<file path="config.mk">
export PLATFORM = sky130hd
export DESIGN_NAME = res_regs
export DESIGN_NICKNAME = d
export VERILOG_FILES = /design/src/res_pkg.sv /design/src/res_regs.sv /design/src/res_mem.sv /design/src/res_track.sv
export SDC_FILE = /design/constraint.sdc
export NUM_CORES = 1
export LEC_CHECK = 0
export ABC_AREA = 0
export BUFFER_PORTS_ARGS = -buffer_cell sky130_fd_sc_hd__buf_2
export CELL_PAD_IN_SITES_DETAIL_PLACEMENT = 1
export CELL_PAD_IN_SITES_GLOBAL_PLACEMENT = 1
export CORE_AREA = 2 2 132 134
export DETAILED_ROUTE_END_ITERATION = 10
export DIE_AREA = 0 0 134 136
export PLACE_DENSITY = 0.68
export SYNTH_ARGS = -nofsm -noshare
export SYNTH_HDL_FRONTEND = slang
export SYNTH_SLANG_ARGS = --single-unit
</file>
<file path="constraint.sdc">
create_clock -name mclk_in -period 4.37 [get_ports mclk_in]
set_clock_uncertainty 0.1 [all_clocks]
set_input_delay 1.311 -clock mclk_in [delete_from_list [all_inputs] [get_ports mclk_in]]
set_output_delay 1.311 -clock mclk_in [all_outputs]
set_load 0.05 [all_outputs]
</file>
<file path="src/res_pkg.sv">
// Shared constants for the optical sensor result register block
package res_pkg;
  localparam int NUM_CH = 5;
  localparam int CH_W = 3;
  localparam int ADDR_W = 8;
  localparam int DATA_W = 8;
  localparam int RES_W = 16;
  localparam int IRQ_W = 6;

  // Byte offsets of the result registers
  localparam logic [ADDR_W-1:0] OFS_IR_LO = 8'h24;
  localparam logic [ADDR_W-1:0] OFS_IR_HI = 8'h25;
  localparam logic [ADDR_W-1:0] OFS_P1_LO = 8'h26;
  localparam logic [ADDR_W-1:0] OFS_P1_HI = 8'h27;
  localparam logic [ADDR_W-1:0] OFS_P2_LO = 8'h28;
  localparam logic [ADDR_W-1:0] OFS_P2_HI = 8'h29;
  localparam logic [ADDR_W-1:0] OFS_P3_LO = 8'h2a;
  localparam logic [ADDR_W-1:0] OFS_P3_HI = 8'h2b;
  localparam logic [ADDR_W-1:0] OFS_AUX_LO = 8'h2c;
  localparam logic [ADDR_W-1:0] OFS_AUX_HI = 8'h2d;

  // Channel numbers as used on the measurement update port
  localparam logic [CH_W-1:0] CH_IR = 3'h0;
  localparam logic [CH_W-1:0] CH_P1 = 3'h1;
  localparam logic [CH_W-1:0] CH_P2 = 3'h2;
  localparam logic [CH_W-1:0] CH_P3 = 3'h3;
  localparam logic [CH_W-1:0] CH_AUX = 3'h4;

  // Byte field positions inside a 16-bit result
  localparam int LO_LSB = 0;
  localparam int HI_LSB = 8;

  localparam logic [RES_W-1:0] RESULT_RESET = 16'h0000;
  localparam logic [DATA_W-1:0] BYTE_ZERO = 8'h00;
endpackage

</file>
<file path="src/res_regs.sv">
// Measurement result registers with byte register port and interrupt output
// Overview of operation
// - Infrared ambient result low byte readable at offset 0x24.
// - Infrared ambient result high byte, bits 15..8, at offset 0x25.
// - First proximity result: low byte 0x26, high byte 0x27.
// - Second proximity result: low byte 0x28, high byte 0x29.
// - Third proximity result: low byte 0x2a, high byte 0x2b.
// - Auxiliary result low byte readable at offset 0x2c.
// - All result registers clear to zero on reset.
// - Auxiliary result high byte at offset 0x2d, same read window.
// - Interrupt output asserts when a status bit and its enable are both set.
`timescale 1ns/100ps
module res_regs (
  input wire logic mclk_in,
  input wire logic rst_in,
  input wire logic [res_pkg::ADDR_W-1:0] reg_addr_in,
  input wire logic reg_wr_in,
  input wire logic [res_pkg::DATA_W-1:0] reg_wdata_in,
  input wire logic reg_rd_in,
  output logic [res_pkg::DATA_W-1:0] reg_rdata_out,
  output logic reg_rvalid_out,
  input wire logic meas_wr_in,
  input wire logic [res_pkg::CH_W-1:0] meas_ch_in,
  input wire logic [res_pkg::RES_W-1:0] meas_data_in,
  output logic [res_pkg::NUM_CH-1:0] result_ready_out,
  input wire logic [res_pkg::IRQ_W-1:0] irq_status_in,
  input wire logic [res_pkg::IRQ_W-1:0] irq_enable_in,
  output logic irq_out,
  input wire logic [res_pkg::NUM_CH-1:0] overrun_clr_in,
  output logic [res_pkg::NUM_CH-1:0] unread_out,
  output logic [res_pkg::NUM_CH-1:0] overrun_out
);
  import res_pkg::*;

  logic acc_hit;
  logic acc_hi;
  logic [CH_W-1:0] acc_ch;
  logic meas_ok;
  logic [NUM_CH-1:0] upd;
  logic [NUM_CH-1:0] host_wr;
  logic [NUM_CH-1:0] hi_read;
  logic [NUM_CH-1:0] ready_d;
  logic irq_d;

  // Address decode into channel and byte half
  always_comb begin
    acc_hit = 1'b1;
    acc_hi = 1'b0;
    acc_ch = CH_IR;
    unique case (reg_addr_in)
      OFS_IR_LO: acc_ch = CH_IR;
      OFS_IR_HI: begin
        acc_ch = CH_IR;
        acc_hi = 1'b1;
      end
      OFS_P1_LO: acc_ch = CH_P1;
      OFS_P1_HI: begin
        acc_ch = CH_P1;
        acc_hi = 1'b1;
      end
      OFS_P2_LO: acc_ch = CH_P2;
      OFS_P2_HI: begin
        acc_ch = CH_P2;
        acc_hi = 1'b1;
      end
      OFS_P3_LO: acc_ch = CH_P3;
      OFS_P3_HI: begin
        acc_ch = CH_P3;
        acc_hi = 1'b1;
      end
      OFS_AUX_LO: acc_ch = CH_AUX;
      OFS_AUX_HI: begin
        acc_ch = CH_AUX;
        acc_hi = 1'b1;
      end
      default: acc_hit = 1'b0;
    endcase
  end

  // Channel numbers above the last one are dropped
  assign meas_ok = meas_wr_in && (meas_ch_in <= CH_AUX);

  genvar i;
  generate
    for (i = 0; i < NUM_CH; i++) begin : g_sel
      assign upd[i] = meas_ok && (meas_ch_in == CH_W'(i));
      assign host_wr[i] = reg_wr_in && acc_hit && (acc_ch == CH_W'(i));
      // High byte read closes the window, as the host reads low byte first
      assign hi_read[i] = reg_rd_in && acc_hit && acc_hi && (acc_ch == CH_W'(i));
    end
  endgenerate

  // Whole word written in one edge; no snapshot is taken, so an update between the two byte reads mixes the pair
  res_mem u_mem (
    .mclk_in(mclk_in),
    .rst_in(rst_in),
    .word_wr_in(upd),
    .word_in(meas_data_in),
    .byte_wr_in(host_wr),
    .byte_hi_in(acc_hi),
    .byte_in(reg_wdata_in),
    .rd_en_in(reg_rd_in),
    .rd_hit_in(acc_hit),
    .rd_ch_in(acc_ch),
    .rd_hi_in(acc_hi),
    .rd_data_out(reg_rdata_out)
  );

  res_track u_track (
    .mclk_in(mclk_in),
    .rst_in(rst_in),
    .upd_in(upd),
    .hi_read_in(hi_read),
    .ovr_clr_in(overrun_clr_in),
    .unread_out(unread_out),
    .overrun_out(overrun_out)
  );

  always_ff @(posedge mclk_in or posedge rst_in) begin
    if (rst_in) begin
      reg_rvalid_out <= 1'b0;
    end else begin
      reg_rvalid_out <= reg_rd_in;
    end
  end

  // Event leaves on the same edge the word lands, so the data is readable by then
  assign ready_d = upd;

  always_ff @(posedge mclk_in or posedge rst_in) begin
    if (rst_in) begin
      result_ready_out <= '0;
    end else begin
      result_ready_out <= ready_d;
    end
  end

  // Status clearing lives in the status logic; here only the gating
  assign irq_d = |(irq_status_in & irq_enable_in);

  always_ff @(posedge mclk_in or posedge rst_in) begin
    if (rst_in) begin
      irq_out <= 1'b0;
    end else begin
      irq_out <= irq_d;
    end
  end

  logic rst_seen_q;
  always_ff @(posedge mclk_in or posedge rst_in) begin
    if (rst_in) begin
      rst_seen_q <= 1'b1;
    end else if (reg_rd_in || meas_wr_in || reg_wr_in) begin
      rst_seen_q <= 1'b0;
    end
  end
endmodule

</file>
<file path="src/res_mem.sv">
// Result storage: one 16-bit word per channel, byte read port with registered data
`timescale 1ns/100ps
module res_mem (
  input wire logic mclk_in,
  input wire logic rst_in,
  input wire logic [res_pkg::NUM_CH-1:0] word_wr_in,
  input wire logic [res_pkg::RES_W-1:0] word_in,
  input wire logic [res_pkg::NUM_CH-1:0] byte_wr_in,
  input wire logic byte_hi_in,
  input wire logic [res_pkg::DATA_W-1:0] byte_in,
  input wire logic rd_en_in,
  input wire logic rd_hit_in,
  input wire logic [res_pkg::CH_W-1:0] rd_ch_in,
  input wire logic rd_hi_in,
  output logic [res_pkg::DATA_W-1:0] rd_data_out
);
  import res_pkg::*;

  logic [RES_W-1:0] word_q [NUM_CH];

  genvar i;
  generate
    for (i = 0; i < NUM_CH; i++) begin : g_word
      // A finished measurement wins over a host byte write in the same cycle
      always_ff @(posedge mclk_in or posedge rst_in) begin
        if (rst_in) begin
          word_q[i] <= RESULT_RESET;
        end else if (word_wr_in[i]) begin
          word_q[i] <= word_in;
        end else if (byte_wr_in[i] && byte_hi_in) begin
          word_q[i][HI_LSB +: DATA_W] <= byte_in;
        end else if (byte_wr_in[i]) begin
          word_q[i][LO_LSB +: DATA_W] <= byte_in;
        end
      end
    end
  endgenerate

  // Unmapped addresses read as zero
  always_ff @(posedge mclk_in or posedge rst_in) begin
    if (rst_in) begin
      rd_data_out <= BYTE_ZERO;
    end else if (rd_en_in) begin
      if (!rd_hit_in) begin
        rd_data_out <= BYTE_ZERO;
      end else if (rd_hi_in) begin
        rd_data_out <= word_q[rd_ch_in][HI_LSB +: DATA_W];
      end else begin
        rd_data_out <= word_q[rd_ch_in][LO_LSB +: DATA_W];
      end
    end
  end
endmodule

</file>
<file path="src/res_track.sv">
// Per-channel unread and overrun flags for the host read window
`timescale 1ns/100ps
module res_track (
  input wire logic mclk_in,
  input wire logic rst_in,
  input wire logic [res_pkg::NUM_CH-1:0] upd_in,
  input wire logic [res_pkg::NUM_CH-1:0] hi_read_in,
  input wire logic [res_pkg::NUM_CH-1:0] ovr_clr_in,
  output logic [res_pkg::NUM_CH-1:0] unread_out,
  output logic [res_pkg::NUM_CH-1:0] overrun_out
);
  import res_pkg::*;

  genvar i;
  generate
    for (i = 0; i < NUM_CH; i++) begin : g_ch
      // New result wins over a read of the previous one
      always_ff @(posedge mclk_in or posedge rst_in) begin
        if (rst_in) begin
          unread_out[i] <= 1'b0;
        end else if (upd_in[i]) begin
          unread_out[i] <= 1'b1;
        end else if (hi_read_in[i]) begin
          unread_out[i] <= 1'b0;
        end
      end

      // Host missed its window: sticky, setting wins over clearing
      always_ff @(posedge mclk_in or posedge rst_in) begin
        if (rst_in) begin
          overrun_out[i] <= 1'b0;
        end else if (upd_in[i] && unread_out[i]) begin
          overrun_out[i] <= 1'b1;
        end else if (ovr_clr_in[i]) begin
          overrun_out[i] <= 1'b0;
        end
      end
    end
  endgenerate
endmodule

</file>
; ---- Word level (Yosys, flattened, before mapping)
; Cells that the tools add are included.
[totals]
reg_bits = 105
word_cells = 162
[classes]
n_lt_le_gt_ge = 2
eq_ne = 23
mux = 48
n_bitwise = 2
n_reduce_logical = 63
[ops]
columns = operator, n
row1 = 8-bit 2-to-1 mux, 17
row2 = 16-bit 2-to-1 mux, 7
row3 = "8-bit by 6-bit == test with 1-bit output, second input constant", 10
row4 = 16-bit binary-select mux with 3-bit select, 1
row5 = 2-bit nonzero test, 20
row6 = 1-bit logical AND, 29
row7 = 1-bit 2-to-1 mux, 22
row8 = "3-bit by 2-bit == test with 1-bit output, second input constant", 4
row9 = 3-bit one-hot mux with 4 select lines, 1
row10 = "2-bit != test, second input constant", 5
row11 = 2-bit AND reduction, 5
row12 = 10-bit OR reduction, 1
row13 = 2-bit OR reduction, 4
row14 = 6-bit bitwise AND, 1
row15 = "3-bit by 1-bit == test with 1-bit output, second input constant", 2
row16 = "3-bit == test, second input constant", 2
row17 = 3-bit zero test, 2
row18 = 6-bit OR reduction, 1
row19 = 5-bit OR reduction, 1
row20 = "4-bit >= comparator, second input constant", 1
row21 = 3-bit inverter with 4-bit output, 1
row22 = "3-bit <= comparator, second input constant", 1

; ---- Depth between registers and ports, before layout
[depth]
ltp_word = 9
mapped_depth = 8

; ---- Cells and area by module
; From an unflattened synthesis, not the netlist that was laid out.
[unflattened]
hier_cells = 561
hier_area_um2 = 5552.8
[by_module_without_submodules]
columns = mod, instances, cells_per_inst, area_each_um2, seq_area_each_um2
row1 = res_mem, 1, 472, 4657.0, 2202.1
row2 = res_regs, 1, 53, 523.0, 175.2
row3 = res_track, 1, 36, 372.9, 250.2

; ---- Worst setup path after synthesis
; Ideal clock, no wire load.
[synth_path]
kind = input port to flip-flop
from = in reg_addr_in[4] in the netlist's numbering
to = reg u_mem.rd_data_out[2] in the netlist's numbering
setup_ns = 0.126
t_arrival_ns = 2.656
required_time_ns = 4.144
path_slack_ns = 1.489
path_stages = 5
path_buffers = 1
path_cell_list = or4b_4 -> buf_6 -> o32a_1 -> a311oi_1 -> o31ai_1
[synth_via]
elab_chain_cells = 9
word_cells_on_any_way = 25
[synth_lines]
columns = element, line
row1 = from (decl), res_regs.sv:16  ; input wire logic [res_pkg::ADDR_W-1:0] reg_addr_in,
row2 = 8-bit by 6-bit == test with 1-bit output, res_regs.sv:50  ; unique case (reg_addr_in)
row3 = 2-bit OR reduction (no line), n/a
row4 = 3-bit one-hot mux with 4 select lines, res_regs.sv:50
row5 = 3-bit inverter with 4-bit output (not written as such), "res_mem.sv:47, res_mem.sv:49"
row6 = 16-bit binary-select mux with 3-bit select, "res_mem.sv:47, res_mem.sv:49"
row7 = 16-bit 2-to-1 mux (not written as such) (2 in a row), res_mem.sv:47  ; rd_data_out <= word_q[rd_ch_in][HI_LSB +: DATA_W];
row8 = 8-bit 2-to-1 mux, res_mem.sv:46  ; end else if (rd_hi_in) begin
row9 = 8-bit 2-to-1 mux *, res_mem.sv:44  ; if (!rd_hit_in) begin
row10 = to (signal assigned), res_mem.sv:47
row11 = to (signal assigned), res_mem.sv:49  ; rd_data_out <= word_q[rd_ch_in][LO_LSB +: DATA_W];
row12 = to (decl), res_mem.sv:15  ; output logic [res_pkg::DATA_W-1:0] rd_data_out
; Every way passes the cells marked *; elsewhere a longest branch is shown, timed or not. The select of a mux whose other input is x is not followed.
; A chain may end at the register's enable or synchronous reset.

; ---- Worst setup path after layout
[layout_path]
from = in reg_addr_in[4] in the netlist's numbering
to = reg u_mem.word_q[39] in the netlist's numbering
[layout_via]
elab_chain_cells = 8
word_cells_on_any_way = 26
[layout_lines]
columns = element, line
row1 = 8-bit by 6-bit == test with 1-bit output, res_regs.sv:50
row2 = 2-bit OR reduction (no line) / 10-bit OR reduction (equally long branches), n/a
row3 = 3-bit one-hot mux with 4 select lines / 1-bit 2-to-1 mux (equally long branches), res_regs.sv:50
row4 = 3-bit by 2-bit == test with 1-bit output / 1-bit logical AND (equally long branches), res_regs.sv:87  ; assign host_wr[i] = reg_wr_in && acc_hit && (acc_ch == CH_W'(i));
row5 = 1-bit logical AND, res_regs.sv:87
row6 = 1-bit logical AND, res_mem.sv:30  ; end else if (byte_wr_in[i] && byte_hi_in) begin
row7 = 2-bit != test (no line), n/a
row8 = 2-bit AND reduction (no line) *, n/a
row9 = "to (signal, indexed assignment)", res_mem.sv:29  ; word_q[i] <= word_in;
row10 = "to (signal, indexed assignment)", res_mem.sv:31  ; word_q[i][HI_LSB +: DATA_W] <= byte_in;
row11 = "to (signal, indexed assignment)", res_mem.sv:33  ; word_q[i][LO_LSB +: DATA_W] <= byte_in;
row12 = to (decl), res_mem.sv:19  ; logic [RES_W-1:0] word_q [NUM_CH];
; Every way passes the cells marked *; elsewhere a longest branch is shown, timed or not.

==> qor.txt <==
Status - finished clean
Routed wire per std cell - 20.62 microns
Placed cells - 896
Clock insertion delay at the later pin of the skew report - 360 ps
Fmax achieved - 297.9 MHz
Post-Syn Nets - 679
Most frequent cells after synthesis - dfrtp_1 (105), nand2_1 (98), mux2i_1 (83)
CTS tree - yes
Reg2Reg Depth - 4
Critical Path RT - 4550 ps
Syn. warnings - 0
Total GRT Usage - 21.74%
Fin util - 39.58%
TNS Setup - 0 ps
Synth async-reset ratio - 100.0%
Slew headroom - 54.35%
CTS root buf - clkbuf_16
Top FF cell, synth - dfrtp_1
Worst Hold Class - register to register
First-pass DRT Iterations - 4
Detailed Place HPWL - 14.01 mm
CTS clock-pin slew for the worst setup and hold paths - 70 ps
Crit share post-route - 76.82%
First-pass GRT wire length - 30.32 mm
DRT iter0 DRCs - 331
Final setup fails - 0
Register area share after synthesis - 45.76%
Mapped cell area - 0.005742 sq mm
Clk buf depth - 2
Die X - 134 microns
RSZ-0062 raised after global routing - no
GP Congestion - 0.9081
Synth cell types - 55
Power per standard cell area - 389.1 mW/mm^2
Die Height - 136 microns
Critical path class - input pin to register
Avg Cell Area, Syn - 9.231 sq um
Arrival time at the worst endpoint - 3530 ps
Area share of the largest cell type after synthesis - 45.76%
Global route overflow - 0
H-tree depth - 3
Final hold vios - 0
Share of post-route cells with drive strength above 1 - 18.63%
Synth Register Bits - 105
Starting density of the core - 34.02%
Worst slew pin tran - 684.8 ps
# port buffers - 81
Yosys top cell by area - dfrtp_1
Final non-filler cell total - 912
Overall power - 2.599 mW
Most common cell in the netlist - dfrtp_1
Total number of vias - 4995
Number of global-route vias before repair - 5342
# clock sinks - 105
Initial antenna violation count - 0
Largest net degree at the start of global routing - 56
Worst-path maximum fanout - 17
Period minus WS final - 3357 ps
Core footprint - 0.01688 sq mm
Crit start category - input pin
Area Overhead vs Synth - 16.34%
Fin nets - 739
Die area - 0.01822 sq mm
Maximum VDD drop - 0.0001996 V
Post-synth EDFFs - 0
Post_cts resized - 0
Via/cell ratio - 5.477
Diodes inserted - 0
Post-Route WL - 18.81 mm
Crit. End Element - register
CTS buffer count - 9
Number of core rows - 48
Min-Delay Path Depth - 2
P_leak - 3.162 nW
Hold buffer count at CTS - 0
I/O Pins - 82
Post-route ant nets - 0
Max-cap violation count - 0
DRC viols - 0
Cells after synthesis - 622
Final Max Tran Viols - 0
Top cells by area, synth - dfrtp_1 (46%), mux2i_1 (14%), nand2_1 (6.4%), o21ai_0 (4.8%), a21oi_1 (2.8%)
Post-CTS setup buffer count - 0
-- placed cells by master (no fill, tap or decap), types with 3 or more instances in the layout --
master / n
and3_1: 4
o221ai_1: 5
nand4_1: 4
nor2_1: 37
nor2b_1: 11
buf_2: 81
nand3_2: 3
buf_4: 14
o221a_2: 4
nand3_1: 12
nand2_1: 98
inv_1: 13
a311oi_1: 3
mux2i_1: 83
o211ai_1: 3
dfrtp_1: 105
o32a_1: 4
clkbuf_16: 9
o22ai_1: 3
o21ai_0: 55
a211oi_1: 6
a22oi_1: 5
o31ai_1: 3
o21ai_1: 29
or3_1: 3
a21oi_1: 32
clkbuf_1: 3
a31oi_1: 4
nand2b_1: 12
-- report_power, final --
| group | switching [mW] | internal, mW | leakage [nW] |
|---|---|---|---|
| Combinational | 0.276 | 0.184 | 1.71 |
| Clock | 0.360 | 0.535 | 0.157 |
| Sequential | 0.116 | 1.13 | 1.30 |
| Total | 0.752 | 1.85 | 3.16 |
-- layout make-up --
cell class | instances | area, sq um
repair buffers | 96 | 530.5
fillers | 1966 | 10200
clock inverters | 2 | 60.06
clock buffers | 14 | 264.0
well taps | 225 | 281.5
flip-flops and latches | 105 | 2628
inverters | 15 | 58.81
multi-input cells | 455 | 2858
-- metal layers --
layer | global-route usage [%] | vias up | part of all wire [%]
met5 | 0 | - | 0
met1 | 28.62 | 2551 | 44
met4 | 7.388 | 0 | 1.2
met3 | 3.766 | 18 | 5.4
met2 | 36.30 | 100 | 49
li1 | - | 2326 | -
-- state kept, by name (all words and copies together) (netlist names) --
| name | cells |
|---|---|
| u_mem.word_q | 80 |
| irq_out | 1 |
| result_ready_out | 5 |
| reg_rvalid_out | 1 |
| u_mem.rd_data_out | 8 |
| u_track.unread_out | 5 |
| u_track.overrun_out | 5 |
-- kinds of logic (layout without fill, tap and decap cells) --
logic type,after synthesis,count (layout),synth area share (%)
AND/OR/NAND/NOR,198,198,16.17
multiplexers,85,85,15.06
flip-flops,105,105,45.76
buffers and inverters,62,127,4.685
AO/OA/AOI/OAI,172,172,18.33
-- final timing paths --
check                                                        start                                  to  slack, ps
worst max-delay path                                reg_addr_in[4]        u_mem.word_q[39]$_DFFE_PP0P_       1010
worst min-delay path            u_track.overrun_out[0]$_DFFE_PP0P_  u_track.overrun_out[0]$_DFFE_PP0P_        420
worst max register to register        u_mem.word_q[73]$_DFFE_PP0P_    u_mem.rd_data_out[1]$_DFFE_PP0P_       2690
worst min register to register  u_track.overrun_out[0]$_DFFE_PP0P_  u_track.overrun_out[0]$_DFFE_PP0P_        420
max in group asynchronous                                   rst_in        u_mem.word_q[50]$_DFFE_PP0P_       2460
min in group asynchronous                                   rst_in  u_track.overrun_out[3]$_DFFE_PP0P_        960
-- worst max-delay path: stages --
cell and delay (ps):
buf_2 120, nor4b_4 600, buf_4 350, nand4b_2 250, and3_1 470, nand2b_1 250, a31oi_1 170
-- through the flow --
stage	cell area, sq um	setup slack [ps]	hold WS (ps)
detailed placement	6356	643.2	413.0
CTS	6680	1020	425.8
floorplan	5742	198.5	409.8
global placement	6356	761.7	396.5
global route	6680	852.6	456.9
finish	6680	1013	419.1
(Power assumes the default switching activity.)
